`src/common/emp_pkg.sv`:
```
// constants, layouts and types for the external memory port configuration block
`default_nettype none
package emp_pkg;
  // register byte offsets on the apb bus
  localparam logic [7:0] REG_BANK0_CTL = 8'h00;
  localparam logic [7:0] REG_BANK1_CTL = 8'h04;
  localparam logic [7:0] REG_BANK2_CTL = 8'h08;
  localparam logic [7:0] REG_BANK3_CTL = 8'h0c;
  localparam logic [7:0] REG_BOOT_CTL = 8'h10;
  localparam logic [7:0] REG_IO_CTL = 8'h14;
  localparam logic [7:0] REG_PG10 = 8'h18;
  localparam logic [7:0] REG_PG32 = 8'h1c;
  localparam logic [7:0] REG_EXT_CTL = 8'h20;
  localparam logic [7:0] REG_FMT_BOOT = 8'h24;
  // reset values
  localparam logic [15:0] SPACE_CTL_RST = 16'h007f;
  localparam logic [15:0] PG10_RST = 16'h4101;
  localparam logic [15:0] PG32_RST = 16'hc181;
  localparam logic [15:0] EXT_CTL_RST = 16'h0038;
  localparam logic [15:0] FMT_BOOT_RST = 16'h0000;
  // external interface control bits
  localparam int BL_BIT = 0;
  localparam int BHE_BIT = 1;
  localparam int CRL_BIT = 2;
  localparam int BWS_BIT = 3;
  localparam int WLS_BIT = 4;
  localparam int RLS_BIT = 5;
  localparam int ASE_BIT = 6;
  // format and boot select bits
  localparam int PI_BE_BIT = 0;
  localparam int PD_BE_BIT = 1;
  localparam int DD_BE_BIT = 2;
  localparam int DFS_BIT = 3;
  localparam int WPF_BIT = 8;
  localparam logic [15:0] FMT_WR_MASK = 16'h000f;
  // space indices and requester indices
  localparam logic [2:0] SP_BOOT = 3'd4;
  localparam logic [2:0] SP_IO = 3'd5;
  localparam int NSPACE = 6;
  localparam int RQ_PM = 0;
  localparam int RQ_DM = 1;
  localparam int RQ_DMA = 2;
  // timing figures
  localparam logic [2:0] ACK_MIN_WS = 3'd2;
  localparam logic [4:0] HOLDOFF_LAST = 5'd15;
  localparam logic [2:0] DIV_MAX_CODE = 3'd5;
  // per bank or space control word layout
  typedef struct packed {
    logic coe;
    logic [2:0] rsv;
    logic whe;
    logic [2:0] cds;
    logic [1:0] wms;
    logic [2:0] wwc;
    logic [2:0] rwc;
  } emp_space_ctl_t;
  typedef enum logic [1:0] {
    WM_ACK = 2'b00,
    WM_WAIT = 2'b01,
    WM_BOTH = 2'b10,
    WM_EITHER = 2'b11
  } emp_wait_mode_t;
  // one internal bus request
  typedef struct packed {
    logic write;
    logic instr;
    logic io;
    logic [23:0] addr;
    logic [23:0] wdata;
  } emp_req_t;
  typedef enum logic [2:0] {
    ST_IDLE = 3'b000,
    ST_STROBE = 3'b001,
    ST_HOLD = 3'b010,
    ST_PACK = 3'b011,
    ST_HOLDOFF = 3'b100,
    ST_RELEASE = 3'b101,
    ST_GRANT = 3'b110
  } emp_state_t;
endpackage
`default_nettype wire

```
`src/verilog/emp_port.sv`:
```
// external memory port: apb registers, bus arbitration, access sequencer
// Summary of operation
// - reads and writes add 0 to 7 memory clock waitstates per space.
// - wait mode picks ack only, count only, both, or either to end.
// - divider code 0 to 5 sets memory clock 1:1 to 1:32.
// - write hold bit keeps write data one memory clock period after strobe ends.
// - four banks, boot and io space each have their own settings.
// - four 8-bit lower page fields, two per 16-bit register.
// - default boundaries give banks 1 and 2 64 pages each, bank 0 65 and bank 3 63.
// - bus width bit selects 16-bit or 8-bit external bus.
// - strobe sense bits make read or write strobe active low.
// - format bit makes bus data 24 or 16 bit; fetches ignore it.
// - words are split over bus beats and rebuilt on reads.
// - split bit lets other dma use internal memory while waiting.
// - enabled selects are ored into one composite select.
// - bus lock ignores bus requests, device stays master.
// - hold-off delays bus request response by 16 cycles.
// - control lock makes space control registers unwritable.
// - boot instruction enable routes fetches to boot select.
// - boot program bus data enable routes pm data to boot select.
// - boot data bus enable routes dm data to boot select.
// - three internal buses share the port; packing a fetch read adds one cycle.
// - idle port answers bus request by tri-stating, then granting.
// - ack only mode lasts at least two waitstates.
//
// The APB slave port and the placing of the registers were chosen for this implementation.
`default_nettype none
module emp_port
  import emp_pkg::*;
#(
  parameter int NREQ = 3
) (
  input wire logic clk_i,
  input wire logic rst_i,
  input wire logic psel,
  input wire logic penable,
  input wire logic pwrite,
  input wire logic [7:0] paddr,
  input wire logic [31:0] pwdata,
  output logic [31:0] prdata,
  output logic pready,
  output logic pslverr,
  input wire logic [NREQ-1:0] req_valid_i,
  input wire emp_req_t [NREQ-1:0] req_i,
  output logic [NREQ-1:0] req_done_o,
  output logic [23:0] req_rdata_o,
  output logic dma_other_wait_o,
  output logic [25:0] ext_addr_o,
  output logic [15:0] ext_data_o,
  output logic ext_data_oe_o,
  input wire logic [15:0] ext_data_i,
  output logic ctrl_oe_o,
  output logic read_strobe_o,
  output logic write_strobe_o,
  output logic [3:0] bank_select_n_o,
  output logic boot_space_select_n_o,
  output logic io_select_n_o,
  output logic composite_select_n_o,
  output logic memory_side_clock_o,
  input wire logic ack_i,
  input wire logic bus_request_n_i,
  output logic bus_grant_n_o
);
  logic [15:0] space_ctl [NSPACE];
  logic [15:0] pg10;
  logic [15:0] pg32;
  logic [15:0] ext_ctl;
  logic [15:0] fmt_boot;
  emp_state_t st;
  emp_req_t cur;
  logic [1:0] sel;
  logic [2:0] space;
  logic [1:0] beat;
  logic [1:0] last_beat;
  logic [2:0] ws_cnt;
  logic [4:0] hold_cnt;
  logic [31:0] rbuf;
  logic tick;
  logic mclk;
  logic restart;
  logic setup;
  logic wr_en;
  logic mapped;
  logic [15:0] rd_val;
  emp_space_ctl_t cfg;
  logic [2:0] ws_target;
  logic cnt_ok;
  logic ack_ok;
  logic end_ok;
  logic step;
  logic any_req;
  logic [1:0] pick;
  logic [2:0] pick_space;
  logic [7:0] page;
  logic [1:0] pick_bank;
  logic bus16;
  logic word24;
  logic [1:0] pick_last;
  logic [4:0] shift;
  logic [31:0] wd_shift;
  logic strobe_on;
  logic cap_q;
  logic [1:0] cap_beat;
  logic pack_q;
  logic hold_pick;
  logic [31:0] rword;

  assign setup = psel && !penable;
  assign wr_en = psel && penable && pready && pwrite;

  // apb address decode and read mux
  always_comb begin
    mapped = 1'b1;
    rd_val = 16'h0000;
    case (paddr)
      REG_BANK0_CTL: rd_val = space_ctl[0];
      REG_BANK1_CTL: rd_val = space_ctl[1];
      REG_BANK2_CTL: rd_val = space_ctl[2];
      REG_BANK3_CTL: rd_val = space_ctl[3];
      REG_BOOT_CTL: rd_val = space_ctl[SP_BOOT];
      REG_IO_CTL: rd_val = space_ctl[SP_IO];
      REG_PG10: rd_val = pg10;
      REG_PG32: rd_val = pg32;
      REG_EXT_CTL: rd_val = ext_ctl;
      REG_FMT_BOOT: begin
        rd_val = fmt_boot;
        rd_val[WPF_BIT] = (st != ST_IDLE) && cur.write && (st < ST_HOLDOFF);
      end
      default: mapped = 1'b0;
    endcase
  end

  // apb answer: one access cycle, registered
  always_ff @(posedge clk_i) begin
    if (rst_i) begin
      pready <= 1'b0;
      pslverr <= 1'b0;
      prdata <= 32'h0000_0000;
    end else begin
      pready <= setup;
      pslverr <= setup && !mapped;
      if (setup) begin
        prdata <= {16'h0000, rd_val};
      end
    end
  end

  // per space control words, frozen by the lock bit
  always_ff @(posedge clk_i) begin
    if (rst_i) begin
      for (int i = 0; i < NSPACE; i++) begin
        space_ctl[i] <= SPACE_CTL_RST;
      end
    end else if (wr_en && !ext_ctl[CRL_BIT] && mapped && paddr <= REG_IO_CTL) begin
      space_ctl[paddr[4:2]] <= pwdata[15:0];
    end
  end

  // page boundaries, interface control, format and boot selects
  always_ff @(posedge clk_i) begin
    if (rst_i) begin
      pg10 <= PG10_RST;
      pg32 <= PG32_RST;
      ext_ctl <= EXT_CTL_RST;
      fmt_boot <= FMT_BOOT_RST;
    end else if (wr_en) begin
      if (paddr == REG_PG10) pg10 <= pwdata[15:0];
      if (paddr == REG_PG32) pg32 <= pwdata[15:0];
      if (paddr == REG_EXT_CTL) ext_ctl <= pwdata[15:0];
      if (paddr == REG_FMT_BOOT) fmt_boot <= pwdata[15:0] & FMT_WR_MASK;
    end
  end

  // arbitration: dma first, then data bus, then program bus
  // no new pick until the finished request has seen its done pulse
  always_comb begin
    hold_pick = cap_q || pack_q || (|req_done_o);
    any_req = (|req_valid_i) && !hold_pick;
    pick = 2'(RQ_PM);
    if (req_valid_i[RQ_DMA]) begin
      pick = 2'(RQ_DMA);
    end else if (req_valid_i[RQ_DM]) begin
      pick = 2'(RQ_DM);
    end
  end

  // space of the picked request from page boundaries and boot enables
  always_comb begin
    page = req_i[pick].addr[23:16];
    if (page >= pg32[15:8]) begin
      pick_bank = 2'd3;
    end else if (page >= pg32[7:0]) begin
      pick_bank = 2'd2;
    end else if (page >= pg10[15:8]) begin
      pick_bank = 2'd1;
    end else begin
      pick_bank = 2'd0;
    end
    pick_space = {1'b0, pick_bank};
    if (req_i[pick].io) begin
      pick_space = SP_IO;
    end else if (req_i[pick].instr && fmt_boot[PI_BE_BIT]) begin
      pick_space = SP_BOOT;
    end else if (pick == 2'(RQ_PM) && !req_i[pick].instr && fmt_boot[PD_BE_BIT]) begin
      pick_space = SP_BOOT;
    end else if (pick == 2'(RQ_DM) && fmt_boot[DD_BE_BIT]) begin
      pick_space = SP_BOOT;
    end
  end

  // index of the last beat of a word (beats per word minus one)
  always_comb begin
    bus16 = ext_ctl[BWS_BIT];
    word24 = req_i[pick].instr || fmt_boot[DFS_BIT];
    if (bus16) begin
      pick_last = word24 ? 2'd1 : 2'd0;
    end else begin
      pick_last = word24 ? 2'd2 : 2'd1;
    end
  end

  // end of strobe by wait mode
  always_comb begin
    cfg = emp_space_ctl_t'(space_ctl[space]);
    ws_target = cur.write ? cfg.wwc : cfg.rwc;
    cnt_ok = ws_cnt >= ws_target;
    ack_ok = ack_i && ws_cnt >= ACK_MIN_WS;
    case (emp_wait_mode_t'(cfg.wms))
      WM_ACK: end_ok = ack_ok;
      WM_WAIT: end_ok = cnt_ok;
      WM_BOTH: end_ok = cnt_ok && ack_ok;
      WM_EITHER: end_ok = cnt_ok || ack_ok;
      default: end_ok = cnt_ok;
    endcase
    step = (st == ST_STROBE && tick && end_ok && !(cur.write && cfg.whe)) || (st == ST_HOLD && tick);
  end

  assign restart = (st == ST_IDLE);

  emp_clk_div u_div (
    .clk_i(clk_i),
    .rst_i(rst_i),
    .restart_i(restart),
    .cds_i(cfg.cds),
    .tick_o(tick),
    .level_o(mclk)
  );

  // sequencer and bus grant state
  always_ff @(posedge clk_i) begin
    if (rst_i) begin
      st <= ST_IDLE;
      cur <= '0;
      sel <= 2'd0;
      space <= 3'd0;
      beat <= 2'd0;
      last_beat <= 2'd0;
      ws_cnt <= 3'd0;
      hold_cnt <= 5'd0;
    end else begin
      case (st)
        ST_IDLE: begin
          if (!bus_request_n_i && !ext_ctl[BL_BIT]) begin
            hold_cnt <= 5'd0;
            st <= ext_ctl[BHE_BIT] ? ST_HOLDOFF : ST_RELEASE;
          end else if (any_req) begin
            cur <= req_i[pick];
            sel <= pick;
            space <= pick_space;
            beat <= 2'd0;
            last_beat <= pick_last;
            ws_cnt <= 3'd0;
            st <= ST_STROBE;
          end
        end
        ST_STROBE, ST_HOLD: begin
          if (st == ST_STROBE && tick && ws_cnt != 3'd7) begin
            ws_cnt <= ws_cnt + 3'd1;
          end
          if (st == ST_STROBE && tick && end_ok && cur.write && cfg.whe) begin
            st <= ST_HOLD;
          end else if (step) begin
            ws_cnt <= 3'd0;
            if (beat != last_beat) begin
              beat <= beat + 2'd1;
              st <= ST_STROBE;
            end else if (cur.instr && !cur.write) begin
              st <= ST_PACK;
            end else begin
              st <= ST_IDLE;
            end
          end
        end
        ST_PACK: st <= ST_IDLE;
        ST_HOLDOFF: begin
          hold_cnt <= hold_cnt + 5'd1;
          if (bus_request_n_i) begin
            st <= ST_IDLE;
          end else if (hold_cnt == HOLDOFF_LAST) begin
            st <= ST_RELEASE;
          end
        end
        ST_RELEASE: st <= ST_GRANT;
        ST_GRANT: begin
          if (bus_request_n_i) begin
            st <= ST_IDLE;
          end
        end
        default: st <= ST_IDLE;
      endcase
    end
  end

  // beat merged into the word; pins lag state, so data is taken one cycle after the step
  always_comb begin
    rword = rbuf;
    if (ext_ctl[BWS_BIT]) begin
      rword[{cap_beat[0], 4'h0} +: 16] = ext_data_i;
    end else begin
      rword[{cap_beat, 3'h0} +: 8] = ext_data_i[7:0];
    end
  end

  // read beats rebuilt into the word
  always_ff @(posedge clk_i) begin
    if (rst_i) begin
      rbuf <= 32'h0000_0000;
      cap_q <= 1'b0;
      cap_beat <= 2'd0;
      pack_q <= 1'b0;
    end else begin
      cap_q <= (st == ST_STROBE) && step && !cur.write;
      cap_beat <= beat;
      pack_q <= (st == ST_PACK);
      if (cap_q) begin
        rbuf <= rword;
      end
    end
  end

  // completion pulse and read data back to the bus
  always_ff @(posedge clk_i) begin
    if (rst_i) begin
      req_done_o <= '0;
      req_rdata_o <= 24'h000000;
    end else begin
      req_done_o <= '0;
      if ((step && beat == last_beat && cur.write) || (cap_q && cap_beat == last_beat && !cur.instr)) begin
        req_done_o[sel] <= 1'b1;
        req_rdata_o <= rword[23:0];
      end else if (pack_q) begin
        req_done_o[sel] <= 1'b1;
        req_rdata_o <= rbuf[23:0];
      end
    end
  end

  always_comb begin
    shift = ext_ctl[BWS_BIT] ? {beat[0], 4'h0} : {beat, 3'h0};
    wd_shift = {8'h00, cur.wdata} >> shift;
    strobe_on = (st == ST_STROBE);
  end

  // pins, each from a flip-flop
  always_ff @(posedge clk_i) begin
    if (rst_i) begin
      ext_addr_o <= 26'h0000000;
      ext_data_o <= 16'h0000;
      ext_data_oe_o <= 1'b0;
      ctrl_oe_o <= 1'b1;
      read_strobe_o <= 1'b1;
      write_strobe_o <= 1'b1;
      bank_select_n_o <= 4'hf;
      boot_space_select_n_o <= 1'b1;
      io_select_n_o <= 1'b1;
      composite_select_n_o <= 1'b1;
      memory_side_clock_o <= 1'b0;
      bus_grant_n_o <= 1'b1;
      dma_other_wait_o <= 1'b0;
    end else begin
      ext_addr_o <= {cur.addr, beat};
      ext_data_o <= wd_shift[15:0];
      ext_data_oe_o <= cur.write && (st == ST_STROBE || st == ST_HOLD);
      ctrl_oe_o <= !(st == ST_RELEASE || st == ST_GRANT);
      bus_grant_n_o <= !(st == ST_GRANT);
      read_strobe_o <= ext_ctl[RLS_BIT] ^ (strobe_on && !cur.write);
      write_strobe_o <= ext_ctl[WLS_BIT] ^ (strobe_on && cur.write);
      for (int b = 0; b < 4; b++) begin
        bank_select_n_o[b] <= !(strobe_on && space == 3'(b));
      end
      boot_space_select_n_o <= !(strobe_on && space == SP_BOOT);
      io_select_n_o <= !(strobe_on && space == SP_IO);
      composite_select_n_o <= !(strobe_on && cfg.coe);
      memory_side_clock_o <= mclk;
      dma_other_wait_o <= (st != ST_IDLE) && (st < ST_HOLDOFF) && sel == 2'(RQ_DMA)
                          && !ext_ctl[ASE_BIT];
    end
  end
endmodule // emp_port
`default_nettype wire

```
`src/verilog/emp_clk_div.sv`:
```
// memory clock divider giving one tick per memory clock period
`default_nettype none
module emp_clk_div
  import emp_pkg::*;
(
  input wire logic clk_i,
  input wire logic rst_i,
  input wire logic restart_i,
  input wire logic [2:0] cds_i,
  output logic tick_o,
  output logic level_o
);
  logic [4:0] cnt;
  logic [2:0] code;
  logic [4:0] last;

  // codes above the largest ratio clamp to it
  always_comb begin
    code = (cds_i > DIV_MAX_CODE) ? DIV_MAX_CODE : cds_i;
    last = 5'(({1'b0, 5'h1f}) >> (DIV_MAX_CODE - code));
  end

  // free count restarted at each access
  always_ff @(posedge clk_i) begin
    if (rst_i || restart_i || cnt == last) begin
      cnt <= 5'h00;
    end else begin
      cnt <= cnt + 5'h01;
    end
  end

  // tick on the last peripheral cycle of a memory period
  always_comb begin
    tick_o = (cnt == last);
    level_o = (cnt <= (last >> 1));
  end
endmodule // emp_clk_div
`default_nettype wire

```
`config.mk`:
```
export PLATFORM = sky130hd
export DESIGN_NAME = emp_port
export DESIGN_NICKNAME = d
export VERILOG_FILES = /design/src/common/emp_pkg.sv /design/src/verilog/emp_port.sv /design/src/verilog/emp_clk_div.sv
export SDC_FILE = /design/constraint.sdc
export NUM_CORES = 1
export LEC_CHECK = 0
export ABC_AREA = 1
export BUFFER_PORTS_ARGS = -buffer_cell sky130_fd_sc_hd__buf_2
export CORE_MARGIN = 5
export CORE_UTILIZATION = 45
export CTS_BUF_LIST = sky130_fd_sc_hd__clkbuf_4 sky130_fd_sc_hd__clkbuf_8
export CTS_CLUSTER_DIAMETER = 100
export DETAILED_ROUTE_END_ITERATION = 8
export PLACE_DENSITY_LB_ADDON = 0.12
export SYNTH_ARGS = -nofsm -noshare
export SYNTH_HDL_FRONTEND = slang
export SYNTH_SLANG_ARGS = --single-unit
```
`constraint.sdc`:
```
create_clock -name clk_i -period 3.39 [get_ports clk_i]
set_clock_uncertainty 0.05 [all_clocks]
set_input_delay 0.678 -clock clk_i [delete_from_list [all_inputs] [get_ports clk_i]]
set_output_delay 0.678 -clock clk_i [all_outputs]
set_load 0.02 [all_outputs]
```
==> impl_results.md <==
- Crit Path Category: reg -> reg
- Initial antenna violation count: 1
- DP HPWL: ~42000 um
- Cells after Synth: 2276
- Top cell type by total area after synthesis: dfxtp_1
- Nets: 2867
- Final setup fails: 0
- First-pass DRT Iterations: 6
- Hold/Removal Path Class: in -> reg
- Arrival time worst endpoint: ~3.6 ns
- Crit Path Max Fanout: 40
- Die Ht: between 200 and 250 um
- IO Pins: 336
- Maximum vdd drop: 312 uV
- Placed Cells: around 3100
- Per-cell routed wire length: 18.6 um
- Final worst-path cycle share: 0.926
- Vias in the first global route: 16200
- Share of the synthesized area in the top cell type: 0.281
- Async SR Flop Fraction: 0
- Least-Margin Pin Slew: 0.764 ns
- Synth area leaders: dfxtp_1, edfxtp_1, nand2_1
- DRC: 0
- Reg2reg path depth: 19
- Slew headroom: 0.491
- FMAX: 319 MHz
- Final min period: 3.14 ns
- RSZ-0062 raised after global routing: true
- Largest net degree at the start of global routing: 108
- Vias post-DR: ~17000
- Die width: 212 um
- Post-synth EDFFs: 122
- Clock Tree Root: clkbuf_8
- Data required, critical path: 3.80 ns
- Synthesized area: roughly 0.018 sq mm
- Yosys cell types: 56
- Register bit total from synthesis: roughly 380
- Outcome: completed
- Post-synthesis sequential area ratio: 0.482
- R2R Setup Slk: 0.25 ns
- Area Growth Syn to Fin: 20.1%
- Post-route ant nets: 0
- TritonCTS clock tree: built
- Power Density: 562 mW/mm^2
- Core area: around 0.04 sq mm
- Leak: 0.00955 uW
- Synth cell count leaders: nand2_1, dfxtp_1, inv_1, nor2_1, a21oi_1
- Ratio of cells with drive above 1 in the final layout: 0.202
- CTS sink cnt: about 380
- Cell with the most instances after synthesis: nand2_1
- Total track usage: 0.253
- R2R Path End: req_rdata_o[0]
- Clock-pin transition on the worst setup and hold timing paths: 0.06 ns
- Starting DRC count in detailed routing: 1524
- Clock Latency Late Sink: 0.62 ns
- Worst setup endpoint: req_rdata_o[0]
- Cts hold-fix bufs: 0
- Fill cell total of the finished layout: 3845
- Setup TNS: 0 ns
- Starting density of the core: 0.457
- Vias per inst: about 5.4
- Fin cells: 3185
- GRT overflow: 0
- First-pass GRT wire length: 89800 um
- IO buf count: 303
- Syn. warnings: 0
- Final hold vios: 0
- Row cnt: 73
- Placer Congestion: 0.922
- Die Footprint: 0.0448 sq mm
- H-tree depth: 3
- Total CTS buffers: a little under 70
- Syn Area/Cell: 8.03 sq um
- Startpoint Class: flop
- # resized after CTS: 0
- CTS max path bufs: 3
- Main synth FF type: dfxtp_1
- Post-CTS Setup Bufs: 0
- Total power: approximately 12000 uW
- Maxcap violations: 0
- Slew Viols, Final: 0
- WL final: 59300 um
- CP Capture Type: flop
[report_power, final]
part / internal, uW / switching (uW)
logic: 885 / 1810
clock network: 2500 / 1910
registers: 5040 / 202
[metrics by stage]
stage	area, sq um	util	hold slack (ns)	setup WS [ns]
floorplan	18400	-	0.353	0.0750
global placement	20500	0.513	0.357	-0.0132
detailed placement	20500	0.513	0.362	-0.0901
CTS	21900	0.548	0.244	0.0697
global route	22000	0.549	0.267	-0.00102
finish	22000	0.549	0.285	0.252
[cell type report]
cell class / count / area, sq um / share of cell area
Multi-Input combinational cell: 1510 / 7900 / 0.360
Clock inverter: 18 / 120 / 0.00547
Antenna cell: 2 / 5.00 / 0.000228
Tap cell: 525 / 657 / 0.0299
Timing Repair Buffer: 370 / 2140 / 0.0974
Clock buffer: 104 / 1290 / 0.0586
Inverter: 277 / 1050 / 0.0476
Sequential cell: 379 / 8810 / 0.401
[logic make-up (layout without fill, tap and decap cells)]
| kind of cell | Yosys count | after routing | synth area share |
|---|---|---|---|
| fa+ha+maj | 41 | 41 | 0.0281 |
| compound gates | 577 | 577 | 0.194 |
| buf+inv | 428 | 769 | 0.0963 |
| other cells | 1 | 44 | 0.000205 |
| simple gates | 844 | 844 | 0.197 |
| flops | 379 | 379 | 0.482 |
| xor+xnor | 6 | 6 | 0.00287 |
[placed cells by master (no fill, tap or decap), types with 31 or more instances in the layout]
cell      netlist  layout
dfxtp_1       257     255
a211oi_1       48      48
o21ai_0       131     131
inv_1         252     252
clkbuf_8        0      81
a21oi_1       206     205
buf_4          17      59
o211ai_1       32      32
nand4_1        43      43
edfxtp_1      122     122
a221oi_1       54      54
nand3_1        87      86
nor2_1        236     233
o22ai_1        31      31
ha_1           41      41
nand2_1       414     414
buf_2          10     302
conb_1          1      42
[layer usage]
metal,vias up,part of all wire,global-route usage
met2,694,0.47,0.420
met1,7960,0.42,0.340
met3,87,0.085,0.0474
met4,0,0.022,0.0749
li1,8403,-,-
met5,-,0,0
[registers in the layout (all words and copies together) (netlist names), 2 cells and up, named ones only]
name	cells
pg10	16
bank_select_n_o	4
pg32	16
rbuf	24
space	3
req_rdata_o	24
prdata	16
req_done_o	3
last_beat	2
ext_ctl	16
hold_cnt	5
space_ctl	122
fmt_boot	4
ext_data_o	16
sel	2
u_div.cnt	5
ext_addr_o	25
cur	50
ws_cnt	3
st	3
beat	2
[worst max-delay path: stages, from the launching register on]
cell and delay, ns:
dfxtp_2 0.33, buf_12 0.16, inv_6 0.17, nor2_1 0.06
o211ai_1 0.34, nand3_1 0.13, nand2_1 0.10, inv_1 0.04
ha_1 0.28, a21oi_2 0.07, nand2_1 0.07, clkinv_1 0.07
o21ai_2 0.21, nand4_4 0.16, nand2_2 0.11, nand2_4 0.08
nand2_4 0.27, nand2_1 0.09, nand2_1 0.11, a21oi_1 0.07
[how the worst min path moves through the flow]
stage | startpoint | to | slack [ns] | cells past startpoint
after floorplan | cur[32] | ext_addr_o[10] | 0.35 | 2
after global placement | cur[24] | ext_addr_o[2] | 0.36 | 2
after detailed placement | cur[27] | ext_addr_o[5] | 0.36 | 2
after CTS | req_i[85] | cur[34] | 0.24 | 3
after global routing | req_i[85] | cur[34] | 0.27 | 3
final | pwdata[15] | pg32[15] | 0.28 | 3
Note: power is estimated with default switching activity, not from simulation.
